File: src/dbg_pkg.sv
// shared constants and types for the debug and trace port logic
package dbg_pkg;
   localparam int unsigned clock_hz        = 50000000;
   // power-on hold of the debug logic reset, in processor cycles
   localparam int unsigned por_cycles      = 4;
   localparam int unsigned por_width       = 3;
   // on-demand test reset hold: 2.5 master clock periods, rounded up
   localparam int unsigned trst_half_periods = 5;
   localparam int unsigned trst_cycles     = (trst_half_periods + 1) / 2;
   localparam int unsigned trst_width      = 2;
   localparam int unsigned status_width    = 3;
   localparam int unsigned packet_width    = 8;
   localparam int unsigned packets_per_cyc = 2;
   localparam int unsigned port_width      = packet_width * packets_per_cyc;
   localparam int unsigned ir_width        = 4;
   localparam int unsigned chain_count     = 2;
   localparam int unsigned chain_width     = 32;
   localparam int unsigned bsr_width       = 16;
   // instruction codes of the test access port
   localparam logic [3:0] ir_extest        = 4'h0;
   localparam logic [3:0] ir_sample        = 4'h3;
   localparam logic [3:0] ir_scan_n        = 4'h2;
   localparam logic [3:0] ir_intest        = 4'hc;
   localparam logic [3:0] ir_bypass        = 4'hf;
   localparam logic [3:0] ir_reset_value   = 4'hf;
   // pipeline status codes that carry no packet payload
   localparam logic [2:0] ps_cond_fail     = 3'h3;
   localparam logic [2:0] ps_wait          = 3'h6;
   localparam logic [2:0] ps_idle          = 3'h0;
   typedef enum {
      tap_reset, tap_idle, tap_sel_dr, tap_cap_dr, tap_sh_dr, tap_ex1_dr,
      tap_pause_dr, tap_ex2_dr, tap_upd_dr, tap_sel_ir, tap_cap_ir, tap_sh_ir,
      tap_ex1_ir, tap_pause_ir, tap_ex2_ir, tap_upd_ir
   } tap_state_t;
endpackage : dbg_pkg

File: src/debug_trace_port_access.sv
// debug access: test access port with emulation and boundary scan, plus trace
// Contract
// scan_mode_select low routes the test port to emulation logic.
// mode select is latched only at chip reset; no live switchover.
// debug logic reset is generated internally at power-up.
// outside reset request holds debug_logic_reset_n low 2.5 master clocks.
// test clock at most one sixth processor clock unless paced by return.
// returned test clock driven only in emulation mode.
// test data out shifts the selected register toward the next device.
// two internal scan chains carry instructions in and results out.
// trace clock is the processor clock divided by two.
// trace_sync marks start of a branch sequence on packets.
// pipeline status shows processor state each trace edge.
// two 8-bit packets per trace cycle on 16 lines.
// payload-free states give status only, packet lines zero.
// trace unit has comparators, counters, sequencer, fifo as listed; trace_port has none of them, only registers status and packets.
// trace unit external inputs and outputs stay unconnected.
// scan_mode_select high gives boundary scan: sample, extest, bypass.
// trace data presented on both trace clock edges.
// trace outputs registered in processor domain, aligned with trace clock.
module debug_trace_port_access (
   input  wire logic                                clock,
   input  wire logic                                rst,
   input  wire logic                                scan_mode_select,
   input  wire logic                                debug_logic_reset_n,
   input  wire logic                                tck,
   input  wire logic                                tms,
   input  wire logic                                tdi,
   output logic                                     tdo,
   output logic                                     tdo_oe,
   output logic                                     returned_test_clock,
   input  wire logic [dbg_pkg::bsr_width-1:0]       pin_sample,
   output logic [dbg_pkg::bsr_width-1:0]            pin_force,
   output logic                                     pin_force_en,
   input  wire logic [dbg_pkg::chain_width-1:0]     core_result,
   output logic [dbg_pkg::chain_width-1:0]          core_instr,
   output logic                                     core_instr_valid,
   input  wire logic [dbg_pkg::status_width-1:0]    core_status,
   input  wire logic [dbg_pkg::port_width-1:0]      core_packet,
   input  wire logic [dbg_pkg::packets_per_cyc-1:0] core_packet_valid,
   input  wire logic                                core_branch_start,
   output logic                                     debug_reset,
   output logic                                     emulation_mode,
   output logic                                     trace_clock,
   output logic                                     trace_sync,
   output logic [dbg_pkg::status_width-1:0]         pipeline_status,
   output logic [dbg_pkg::port_width-1:0]           trace_packet
);
   logic                                 tck_s;
   logic                                 tms_s;
   logic                                 tdi_s;
   logic                                 trst_n_s;
   logic                                 sel_s;
   logic                                 tck_prev;
   logic                                 tck_rise;
   logic                                 tck_fall;
   logic [dbg_pkg::por_width-1:0]        por_count;
   logic [dbg_pkg::trst_width-1:0]       trst_count;
   logic                                 trst_hit;
   dbg_pkg::tap_state_t                  tap;
   dbg_pkg::tap_state_t                  next_tap;
   logic [dbg_pkg::ir_width-1:0]         ir_shift;
   logic [dbg_pkg::ir_width-1:0]         ir;
   logic                                 bypass_bit;
   logic [dbg_pkg::bsr_width-1:0]        bsr;
   logic [dbg_pkg::chain_width-1:0]      chain [dbg_pkg::chain_count];
   logic                                 chain_sel;
   logic                                 scan_out;
   logic                                 unused_trace_io;
   logic                                 trace_edge;

   // pins come from the probe clock domain: synchronise all of them
   sync2 u_tck (.clock(clock), .rst(rst), .d(tck), .q(tck_s));
   sync2 u_tms (.clock(clock), .rst(rst), .d(tms), .q(tms_s));
   sync2 u_tdi (.clock(clock), .rst(rst), .d(tdi), .q(tdi_s));
   sync2 #(.init(1'b1)) u_trst (.clock(clock), .rst(rst), .d(debug_logic_reset_n),
      .q(trst_n_s));
   sync2 u_sel (.clock(clock), .rst(rst), .d(scan_mode_select), .q(sel_s));

   // oversampled test clock; needs tck well below clock rate
   always_ff @(posedge clock)
   begin
      if (rst)
         tck_prev <= 1'b0;
      else
         tck_prev <= tck_s;
   end
   assign tck_rise = tck_s & ~tck_prev;
   assign tck_fall = ~tck_s & tck_prev;

   // power-on counter keeps debug reset asserted after chip reset
   always_ff @(posedge clock)
   begin
      if (rst)
         por_count <= '0;
      else if (por_count != dbg_pkg::por_width'(dbg_pkg::por_cycles))
         por_count <= por_count + 1'b1;
   end

   // on-demand reset only counts once held for the full time
   always_ff @(posedge clock)
   begin
      if (rst || trst_n_s)
         trst_count <= '0;
      else if (!trst_hit)
         trst_count <= trst_count + 1'b1;
   end
   assign trst_hit = (trst_count == dbg_pkg::trst_width'(dbg_pkg::trst_cycles));
   assign debug_reset = (por_count != dbg_pkg::por_width'(dbg_pkg::por_cycles)) ||
                        trst_hit;

   // mode captured only while the power-on hold after chip reset runs; chip reset itself loads emulation
   always_ff @(posedge clock)
   begin
      if (rst)
         emulation_mode <= 1'b1;
      else if (por_count != dbg_pkg::por_width'(dbg_pkg::por_cycles))
         emulation_mode <= ~sel_s;
   end

   // test state machine advances on each test clock rise
   always_comb
   begin
      next_tap = tap;
      case (tap)
         dbg_pkg::tap_reset:    next_tap = tms_s ? dbg_pkg::tap_reset  : dbg_pkg::tap_idle;
         dbg_pkg::tap_idle:     next_tap = tms_s ? dbg_pkg::tap_sel_dr : dbg_pkg::tap_idle;
         dbg_pkg::tap_sel_dr:   next_tap = tms_s ? dbg_pkg::tap_sel_ir : dbg_pkg::tap_cap_dr;
         dbg_pkg::tap_cap_dr:   next_tap = tms_s ? dbg_pkg::tap_ex1_dr : dbg_pkg::tap_sh_dr;
         dbg_pkg::tap_sh_dr:    next_tap = tms_s ? dbg_pkg::tap_ex1_dr : dbg_pkg::tap_sh_dr;
         dbg_pkg::tap_ex1_dr:   next_tap = tms_s ? dbg_pkg::tap_upd_dr : dbg_pkg::tap_pause_dr;
         dbg_pkg::tap_pause_dr: next_tap = tms_s ? dbg_pkg::tap_ex2_dr : dbg_pkg::tap_pause_dr;
         dbg_pkg::tap_ex2_dr:   next_tap = tms_s ? dbg_pkg::tap_upd_dr : dbg_pkg::tap_sh_dr;
         dbg_pkg::tap_upd_dr:   next_tap = tms_s ? dbg_pkg::tap_sel_dr : dbg_pkg::tap_idle;
         dbg_pkg::tap_sel_ir:   next_tap = tms_s ? dbg_pkg::tap_reset  : dbg_pkg::tap_cap_ir;
         dbg_pkg::tap_cap_ir:   next_tap = tms_s ? dbg_pkg::tap_ex1_ir : dbg_pkg::tap_sh_ir;
         dbg_pkg::tap_sh_ir:    next_tap = tms_s ? dbg_pkg::tap_ex1_ir : dbg_pkg::tap_sh_ir;
         dbg_pkg::tap_ex1_ir:   next_tap = tms_s ? dbg_pkg::tap_upd_ir : dbg_pkg::tap_pause_ir;
         dbg_pkg::tap_pause_ir: next_tap = tms_s ? dbg_pkg::tap_ex2_ir : dbg_pkg::tap_pause_ir;
         dbg_pkg::tap_ex2_ir:   next_tap = tms_s ? dbg_pkg::tap_upd_ir : dbg_pkg::tap_sh_ir;
         dbg_pkg::tap_upd_ir:   next_tap = tms_s ? dbg_pkg::tap_sel_dr : dbg_pkg::tap_idle;
         default:               next_tap = dbg_pkg::tap_reset;
      endcase
   end

   always_ff @(posedge clock)
   begin
      if (rst || debug_reset)
         tap <= dbg_pkg::tap_reset;
      else if (tck_rise)
         tap <= next_tap;
   end

   // instruction register: capture, shift, update
   always_ff @(posedge clock)
   begin
      if (rst || debug_reset || tap == dbg_pkg::tap_reset)
      begin
         ir_shift <= dbg_pkg::ir_reset_value;
         ir       <= dbg_pkg::ir_reset_value;
      end
      else if (tck_rise)
      begin
         if (tap == dbg_pkg::tap_cap_ir)
            ir_shift <= ir;
         else if (tap == dbg_pkg::tap_sh_ir)
            ir_shift <= {tdi_s, ir_shift[dbg_pkg::ir_width-1:1]};
         else if (tap == dbg_pkg::tap_upd_ir)
            ir <= ir_shift;
      end
   end

   // boundary register: sample captures pins, extest forces them
   always_ff @(posedge clock)
   begin
      if (rst || debug_reset)
      begin
         bsr        <= '0;
         pin_force  <= '0;
      end
      else if (tck_rise && !emulation_mode)
      begin
         if (tap == dbg_pkg::tap_cap_dr)
            bsr <= pin_sample;
         else if (tap == dbg_pkg::tap_sh_dr)
         begin
            if (ir == dbg_pkg::ir_sample || ir == dbg_pkg::ir_extest)
               bsr <= {tdi_s, bsr[dbg_pkg::bsr_width-1:1]};
         end
         else if (tap == dbg_pkg::tap_upd_dr && ir == dbg_pkg::ir_extest)
            pin_force <= bsr;
      end
   end
   assign pin_force_en = !emulation_mode && (ir == dbg_pkg::ir_extest);

   // bypass stage serves both modes: ir resets to bypass in emulation too
   always_ff @(posedge clock)
   begin
      if (rst || debug_reset)
         bypass_bit <= 1'b0;
      else if (tck_rise && tap == dbg_pkg::tap_cap_dr)
         bypass_bit <= 1'b0;
      else if (tck_rise && tap == dbg_pkg::tap_sh_dr)
         bypass_bit <= tdi_s;
   end

   // chain select loaded through the scan-select instruction
   always_ff @(posedge clock)
   begin
      if (rst || debug_reset)
         chain_sel <= 1'b0;
      else if (tck_rise && emulation_mode && tap == dbg_pkg::tap_upd_dr &&
               ir == dbg_pkg::ir_scan_n)
         chain_sel <= chain[0][0];
   end

   // two internal chains: capture core result, shift, hand instruction in
   generate
      for (genvar c = 0; c < int'(dbg_pkg::chain_count); c++)
      begin : g_chain
         always_ff @(posedge clock)
         begin
            if (rst || debug_reset)
               chain[c] <= '0;
            else if (tck_rise && emulation_mode && chain_sel == 1'(c))
            begin
               if (tap == dbg_pkg::tap_cap_dr)
                  chain[c] <= core_result;
               else if (tap == dbg_pkg::tap_sh_dr)
                  chain[c] <= {tdi_s, chain[c][dbg_pkg::chain_width-1:1]};
            end
         end
      end
   endgenerate

   // instruction handed to the core pipeline at update, one cycle pulse
   always_ff @(posedge clock)
   begin
      if (rst || debug_reset)
      begin
         core_instr       <= '0;
         core_instr_valid <= 1'b0;
      end
      else
      begin
         core_instr_valid <= tck_rise && emulation_mode && tap == dbg_pkg::tap_upd_dr &&
                             ir == dbg_pkg::ir_intest;
         if (tck_rise && tap == dbg_pkg::tap_upd_dr)
            core_instr <= chain[chain_sel];
      end
   end

   // output bit of the selected register
   always_comb
   begin
      scan_out = bypass_bit;
      if (tap == dbg_pkg::tap_sh_ir)
         scan_out = ir_shift[0];
      else if (emulation_mode && ir != dbg_pkg::ir_bypass)
         scan_out = chain[chain_sel][0];
      else if (!emulation_mode &&
               (ir == dbg_pkg::ir_sample || ir == dbg_pkg::ir_extest))
         scan_out = bsr[0];
   end

   // tdo changes on the falling test clock, as the chain expects
   always_ff @(posedge clock)
   begin
      if (rst)
      begin
         tdo    <= 1'b0;
         tdo_oe <= 1'b0;
      end
      else if (tck_fall)
      begin
         tdo    <= scan_out;
         tdo_oe <= (tap == dbg_pkg::tap_sh_dr) || (tap == dbg_pkg::tap_sh_ir);
      end
   end

   // returned clock echoes the synchronised test clock in emulation only
   always_ff @(posedge clock)
   begin
      if (rst)
         returned_test_clock <= 1'b0;
      else
         returned_test_clock <= emulation_mode & tck_s;
   end

   // trace unit resources are internal; external pins tied off
   assign unused_trace_io = 1'b0;

   trace_port u_trace (
      .clock           (clock),
      .rst             (rst),
      .status_in       (core_status),
      .packet_in       (core_packet),
      .packet_valid    (core_packet_valid),
      .branch_start    (core_branch_start & ~unused_trace_io),
      .trace_clock     (trace_clock),
      .trace_sync      (trace_sync),
      .pipeline_status (pipeline_status),
      .trace_packet    (trace_packet),
      .sample_edge     (trace_edge)
   );

   returned_test_clock_mode_a: assert property (@(posedge clock) disable iff (rst)
      !emulation_mode |=> !returned_test_clock) else $error("return clock in scan mode");
   mode_hold_a: assert property (@(posedge clock) disable iff (rst)
      (por_count == dbg_pkg::por_width'(dbg_pkg::por_cycles) &&
       $past(por_count) == dbg_pkg::por_width'(dbg_pkg::por_cycles))
      |-> $stable(emulation_mode)) else $error("mode changed without reset");
   por_pulse_a: assert property (@(posedge clock)
      $fell(rst) |-> debug_reset [*4]) else $error("power-on reset too short");
   // the count is registered, so reset shows one edge after the third low sample
   trst_hold_a: assert property (@(posedge clock) disable iff (rst || !trace_edge)
      (!trst_n_s [*3]) |=> debug_reset) else $error("test reset not honoured");
   trst_short_a: assert property (@(posedge clock) disable iff (rst)
      (trst_n_s && por_count == dbg_pkg::por_width'(dbg_pkg::por_cycles)) |=>
      !trst_hit) else $error("reset taken too early");
   emu_route_a: assert property (@(posedge clock) disable iff (rst)
      (emulation_mode && tck_rise) |=> !pin_force_en) else $error("scan active in emulation");
endmodule : debug_trace_port_access

File: src/sync2.sv
// two flip-flop synchroniser for one level
module sync2 #(
   parameter logic init = 1'b0
) (
   input  wire logic clock,
   input  wire logic rst,
   input  wire logic d,
   output logic      q
);
   logic meta;

   // first stage is read only by the second
   always_ff @(posedge clock)
   begin
      if (rst)
      begin
         meta <= init;
         q    <= init;
      end
      else
      begin
         meta <= d;
         q    <= meta;
      end
   end
endmodule : sync2

File: src/trace_port.sv
// half-rate trace output port with status and two packet lanes
module trace_port (
   input  wire logic                               clock,
   input  wire logic                               rst,
   input  wire logic [dbg_pkg::status_width-1:0]   status_in,
   input  wire logic [dbg_pkg::port_width-1:0]     packet_in,
   input  wire logic [dbg_pkg::packets_per_cyc-1:0] packet_valid,
   input  wire logic                               branch_start,
   output logic                                    trace_clock,
   output logic                                    trace_sync,
   output logic [dbg_pkg::status_width-1:0]        pipeline_status,
   output logic [dbg_pkg::port_width-1:0]          trace_packet,
   output logic                                    sample_edge
);
   logic carries_payload;

   // divider: trace_clock flips every processor cycle, half rate
   always_ff @(posedge clock)
   begin
      if (rst)
         trace_clock <= 1'b0;
      else
         trace_clock <= ~trace_clock;
   end

   // every processor edge is a trace clock edge, rising or falling
   assign sample_edge = 1'b1;

   always_comb
   begin
      carries_payload = 1'b1;
      if (status_in == dbg_pkg::ps_cond_fail || status_in == dbg_pkg::ps_wait ||
          status_in == dbg_pkg::ps_idle)
         carries_payload = 1'b0;
   end

   // outputs registered together so status and packets stay aligned
   always_ff @(posedge clock)
   begin
      if (rst)
      begin
         pipeline_status <= dbg_pkg::ps_idle;
         trace_sync      <= 1'b0;
         trace_packet    <= '0;
      end
      else
      begin
         pipeline_status <= status_in;
         trace_sync      <= branch_start & carries_payload;
         for (int i = 0; i < int'(dbg_pkg::packets_per_cyc); i++)
            trace_packet[i*dbg_pkg::packet_width +: dbg_pkg::packet_width] <=
               (carries_payload && packet_valid[i]) ?
               packet_in[i*dbg_pkg::packet_width +: dbg_pkg::packet_width] :
               8'h00;
      end
   end

   // first edge after reset has no toggle history, so it is skipped
   trace_clock_a: assert property (@(posedge clock) disable iff (rst)
      !$past(rst) |-> trace_clock != $past(trace_clock))
      else $error("trace clock not half rate");
   no_payload_a: assert property (@(posedge clock) disable iff (rst)
      (status_in == dbg_pkg::ps_cond_fail) |=> (trace_packet == '0))
      else $error("payload beside empty status");
   status_follow_a: assert property (@(posedge clock) disable iff (rst)
      1'b1 |=> (pipeline_status == $past(status_in)))
      else $error("status not forwarded");
   sync_mark_a: assert property (@(posedge clock) disable iff (rst)
      trace_sync |-> $past(branch_start)) else $error("sync without branch");
endmodule : trace_port
File: config.mk
export PLATFORM = sky130hd
export DESIGN_NAME = debug_trace_port_access
export DESIGN_NICKNAME = d
export VERILOG_FILES = /design/src/dbg_pkg.sv /design/src/debug_trace_port_access.sv /design/src/sync2.sv /design/src/trace_port.sv
export SDC_FILE = /design/constraint.sdc
export NUM_CORES = 1
export LEC_CHECK = 0
export BUFFER_PORTS_ARGS = -buffer_cell sky130_fd_sc_hd__buf_2
export CAP_MARGIN = 20
export CELL_PAD_IN_SITES_DETAIL_PLACEMENT = 0
export CELL_PAD_IN_SITES_GLOBAL_PLACEMENT = 2
export CORE_UTILIZATION = 35
export DETAILED_ROUTE_END_ITERATION = 16
export HOLD_SLACK_MARGIN = 0.15
export PLACE_DENSITY = 0.78
export SLEW_MARGIN = 20
export SYNTH_ARGS = -nofsm -noshare
export SYNTH_HDL_FRONTEND = slang
export SYNTH_SLANG_ARGS = --single-unit
File: constraint.sdc
create_clock -name clock -period 4.8 [get_ports clock]
set_clock_uncertainty 0.15 [all_clocks]
set_input_delay 0.48 -clock clock [delete_from_list [all_inputs] [get_ports clock]]
set_output_delay 0.48 -clock clock [all_outputs]
set_load 0.02 [all_outputs]
==> results of run 1 <==
worst max-delay path by stage:
stage | startpoint | endpoint | slack [ns] | cells past startpoint
floorplan | tap[0]$_SDFFE_PP0N_ | chain[0][0]$_DFFE_PP_ | 0.70 | 4
global placement | tap[0]$_SDFFE_PP0N_ | chain[1][27]$_SDFFCE_PN0P_ | 1.59 | 5
detailed placement | tap[0]$_SDFFE_PP0N_ | chain[1][8]$_SDFFCE_PN0P_ | 1.50 | 5
CTS | tap[0]$_SDFFE_PP0N_ | chain[1][0]$_SDFFCE_PN0P_ | 1.49 | 5
global route | tap[0]$_SDFFE_PP0N_ | chain[1][5]$_SDFFCE_PN0P_ | 1.54 | 4
finish | tap[0]$_SDFFE_PP0N_ | chain[1][22]$_SDFFCE_PN0P_ | 1.73 | 4
state kept, by name (all words and copies together) (netlist names), 2 cells and up, named ones only:
name,count
u_trace.pipeline_status,3
ir,4
u_trace.trace_packet,16
chain,64
pin_force,16
tap,4
por_count,3
ir_shift,4
bsr,16
core_instr,32
trst_count,2
cell type report:
type / count / area share
timing repair buffer: 187 / 0.1172
multi-input combinational: 417 / 0.3244
sequential: 185 / 0.4614
tap: 275 / 0.03654
inverter: 4 / 0.001594
clock buffer: 19 / 0.04929
clock inverter: 13 / 0.009566
layout by cell type, fill, tap and decap left out, types with 9 or more instances in the layout:
master         instances
a211oi_1              50
a21oi_1               25
a22o_1                32
and3_1                16
buf_2                152
buf_4                  9
clkbuf_16             18
dfxtp_1              120
dlygate4sd3_1         24
edfxtp_1              64
mux2i_1               71
nand2_1               23
nor2_1                66
nor2b_1               15
o21ai_0               14
o221a_1               11
o221a_2               19
power by group through the flow:
stage	sequential (mW)	combinational (mW)	clock (mW)
floorplan	1.71	0.0472	0
global placement	1.70	0.119	0
detailed placement	1.70	0.122	0
CTS	1.67	0.137	1.36
global route	1.67	0.149	1.42
finish	1.67	0.137	1.32
kinds of logic (layout without fill, tap and decap cells):
logic type               Yosys count  count (layout)  synth area share
AO/OA/AOI/OAI                    171             171            0.1777
XOR/XNOR                           5               5          0.005759
adder cells (fa/ha/maj)            3               3          0.004937
buffers and inverters             59             223           0.03390
flip-flops                       185             185            0.5713
multiplexers                      71              71           0.09347
AND/OR/NAND/NOR                  167             167            0.1129
critical path, stage by stage (launching register included):
cell and delay [ns]:
dfxtp_1 0.72, nor4bb_4 0.39, buf_4 0.35, nor2_1 0.22, o21ai_4 0.85
stage by stage:
step | worst slack, ns | utilization
5_1_grt | 1.535 | 0.4452
3_5_place_dp | 1.497 | 0.4060
4_1_cts | 1.494 | 0.4435
2_1_floorplan | 0.7031 | -
3_3_place_gp | 1.593 | 0.4060
6_report | 1.731 | 0.4452
layer usage:
metal | part of all wire | up-vias | GRT usage
li1 | - | 2803 | -
met1 | 0.46 | 2778 | 0.2246
met2 | 0.48 | 151 | 0.2704
met3 | 0.047 | 20 | 0.03517
met4 | 0.014 | 0 | 0.06480
met5 | 0 | - | 0
==> results.cfg, run 1 <==
[logic_synthesis]
async_flop_share = 0
synth_area_leaders = dfxtp_1 32%, edfxtp_1 25%, mux2i_1 9.3%
ys_warn_count = 0
synth_cells = 661
yosysTopAreaCell = dfxtp_1
syn_nets = 741
synth-edff-count = 64
ys.flop_type = dfxtp_1
synth_top_area_share = 0.3186
ys_top_cells_by_count = 121 x dfxtp_1, 71 x mux2i_1, 67 x nor2_1, 64 x edfxtp_1, 50 x a211oi_1
ys_types = 53
ys_seq_area_frac = 0.5713
syn_area_per_cell_um2 = 11.50
synth_area_um2 = 7604
yosysMostFrequentCell = dfxtp_1
synth-seq-cells = 185

[finish]
fillers = 2006
diodes = 0
areaGrowthSynthToFinish_pct = 23.86
fin_area_um2 = 9418
layout.cells.non_filler = 1100
multi_input_area_um2 = 3055
seq_area_um2 = 4345
num-nets-final = 892
final_layout_size_suffix_gt1_frac = 0.2776

[pwr]
irDropWorstVdd_mv = 0.2343
swShare = 0.2261
power_density_nw_per_um2 = 331.9
clockPowerShare = 0.423
p_int_mw = 2.419
p_leak_nw = 3.733
comb_power_share = 0.044
seqPwrFrac = 0.533
totalPowerFinal_mw = 3.126
power_switching_mw = 0.7069

[floorplan]
chipHeight_um = 149.4
core_um2 = 21150
ios = 153
row_count = 53
start_util = 0.3594
chipWidth_um = 149.4
die_area_um2 = 22320

[worst_setup_path]
rr_startpoint = tap[0]$_SDFFE_PP0N_
crit_path_start_kind = flip-flop
cp.required_ns = 4.69
r2r_cells = 4
r2r_end = chain[1][22]$_SDFFCE_PN0P_
path_max_fanout = 32
ff2ff_setup_slack_ns = 1.73
worst_setup_path_end_kind = flip-flop
path_class = flip-flop to flip-flop
cp_data_arrival_time_ns = 2.96

[cts]
cts.clk_slew.worst_paths_ns = 0.07
cts_setup_buffers = 0
clk_latency_ns = 0.42
cts_buffers = 17
cts_sinks = 185
h-tree-depth = 4
cts_hold_buf = 24
cts_tree = done
cts_buffer_depth = 2
cts-root-buf = clkbuf_16
cts_resized = 0

[timing]
whs_ns = 0.1841
fin_crit_ns = 3.069
grt_setup_unrepaired = no
slew_headroom = 0.3210
tns_ns = 0
worst_pin_slew_ns = 1.015
fmax_mhz = 325.8
slew_viol_final = 0
setup_viol = 0
hold_viol_final = 0
finalCritPeriodShare = 0.6394

[status]
status = completed

[grt]
grt_pass1_vias = 5642
antenna_found_initial = 0
grt_pass1_wl_mm = 29.60
grt_max_degree = 70
grt_usage = 0.1695
grt_overflow = 0

[min_path]
holdPathEnd = u_trace.pipeline_status[2]$_SDFF_PP0_
hold_path_startpoint = core_status[2]
worstHoldPathCells = 2
hold_path.class = input pin to flip-flop

[detailed_routing]
drc = 0
vias_per_cell = 5.229
dr.pass1.iters = 5
avgRoutedWirePerCell_um = 16.74
wl_mm = 18.42
drtIter0Drc = 493
vias = 5752
ant_nets = 0

[place]
place_inst = 1042
globalplace.congestion = 0.7994
dp_hpwl_mm = 12.30
portBuffers = 152
placed_area_um2 = 8588

[flow_run]
cap_violations = 0
Note: power is estimated with default switching activity, not from simulation.
==> inputs of run 2 (changes only) <==
Clock period 4.8 ns to 3.1 ns, I/O delays scaled along.
==> results.cfg, run 2 (synthesis results as in run 1) <==
[worst_setup_path]
path_class = flip-flop to flip-flop
path_cells = nor4b_4, buf_4, a31o_2, and2_1, a211oi_1
crit_path_start_kind = flip-flop
worst_setup_path_end_kind = flip-flop
cp.required_ns = 3.22
critPathSlowestCell = dfxtp_1
cp_data_arrival_time_ns = 2.67
max_stage_delay_ns = 0.74
path_max_fanout = 19

[pwr]
p_leak_nw = 4.124
seqPwrFrac = 0.505
power_switching_mw = 1.089
power_density_nw_per_um2 = 500.5
p_int_mw = 4.026
clockPowerShare = 0.442
swShare = 0.2129
irDropWorstVdd_mv = 0.3628
comb_power_share = 0.053
totalPowerFinal_mw = 5.115

[floorplan]
chipWidth_um = 149.4
row_count = 53
die_area_um2 = 22320
chipHeight_um = 149.4
core_um2 = 21150
start_util = 0.3594
ios = 153

[timing]
fmax_mhz = 392.0
slew_viol_final = 0
setup_viol = 0
tns_ns = 0
hold_viol_final = 0
grt_setup_unrepaired = no
fin_crit_ns = 2.551
slew_headroom = 0.5692
worst_pin_slew_ns = 0.6454
whs_ns = 0.1642
finalCritPeriodShare = 0.8228

[detailed_routing]
ant_nets = 0
vias_per_cell = 5.071
avgRoutedWirePerCell_um = 16.07
drc = 0
vias = 5964
drtIter0Drc = 361
wl_mm = 18.90
dr.pass1.iters = 4

[place]
place_inst = 1056
globalplace.congestion = 0.7737
portBuffers = 152
dp_hpwl_mm = 12.71

[finish]
reg.largest.list = chain: 64 flops, core_instr: 32 flops
multi_input_area_um2 = 3055
seq_area_um2 = 4345
layout_commonest_cell = buf_2
largest_reg_flops = 64
final_layout_size_suffix_gt1_frac = 0.2653
fillers = 1951
final_cell_mix = 152 x buf_2, 120 x dfxtp_1, 88 x dlygate4sd3_1
layout.cells.non_filler = 1176
areaGrowthSynthToFinish_pct = 34.41
diodes = 0
num-nets-final = 968
final_core_utilization = 0.4831
regMostFlops = chain

[grt]
grt_pass1_vias = 5785
antenna_found_initial = 0
grt_pass1_wl_mm = 30.16
grt_usage = 0.1734
grt_overflow = 0
grt_max_degree = 42

[min_path]
hold_path.class = input pin to flip-flop

[cts]
cts_tree = done
cts-root-buf = clkbuf_16
cts_buffer_depth = 2
clk_latency_ns = 0.43
cts_sinks = 185
cts_resized = 0
cts.clk_slew.worst_paths_ns = 0.07
cts_buffers = 17
h-tree-depth = 4

[status]
status = completed

[flow_run]
cap_violations = 0
[run 2: cell types whose count changed in the layout (fill, tap and decap cells not counted), moves of 2 or more]
cell and change:
bufinv_16 +3, clkbuf_1 +2, inv_6 -3, dlygate4sd3_1 +64, clkinv_4 +2, clkinv_2 -4, buf_4 +12
[run 2: metrics by stage]
| step | setup WS (ns) | area [um2] |
|---|---|---|
| after floorplan | -0.01641 | 7609 |
| after global placement | 0.6353 | 8718 |
| after detailed placement | 0.5704 | 8718 |
| after CTS | 0.5558 | 10220 |
| after global routing | 0.3505 | 10220 |
| final | 0.5492 | 10220 |
[run 2: cell type report]
type                    count  area share
well taps                 275     0.03367
flip-flops and latches    185      0.4252
repair buffers            263      0.1800
clock inverters            12     0.01592
clock buffers              20     0.04481
inverters                   4    0.001469
multi-input cells         417      0.2990
[run 2: routing by layer]
metal	up-vias	global-route usage	routed length [um]
met2	119	0.2826	9240
li1	2949	-	-
met1	2890	0.2306	8938
met3	6	0.03884	632
met4	0	0.04541	90
met5	-	0	0
[run 2: power by group through the flow]
stage / registers (mW) / clock network [mW] / logic, mW
2_1_floorplan: 2.64 / 0 / 0.0733
3_3_place_gp: 2.63 / 0 / 0.189
3_5_place_dp: 2.64 / 0 / 0.193
4_1_cts: 2.58 / 2.32 / 0.275
5_1_grt: 2.59 / 2.43 / 0.297
6_report: 2.58 / 2.26 / 0.272
[run 2: final timing paths]
kind	startpoint	endpoint	slack (ns)	cells after the start
max reg2reg	tap[2]$_SDFFE_PP0N_	bsr[14]$_SDFFE_PP0P_	0.55	5
min reg2reg	u_trst.meta$_SDFF_PP1_	u_trst.q$_SDFF_PP1_	0.26	1
min	pin_sample[0]	bsr[0]$_SDFFE_PP0P_	0.16	3
max	tap[2]$_SDFFE_PP0N_	bsr[14]$_SDFFE_PP0P_	0.55	5
[run 2: timing repair]
item / in CTS / in global routing
hold buffers: 88 / 0
buffers inserted: 0 / 0
hold endpoints to repair: 104 / 0
[run 2: critical path, delay by kind of cell (launching register included)]
family	cells	cell delay (ns)
buffers and inverters	1	0.30
AO/OA/AOI/OAI	2	0.36
AND/OR/NAND/NOR	2	0.83
flip-flops	1	0.74
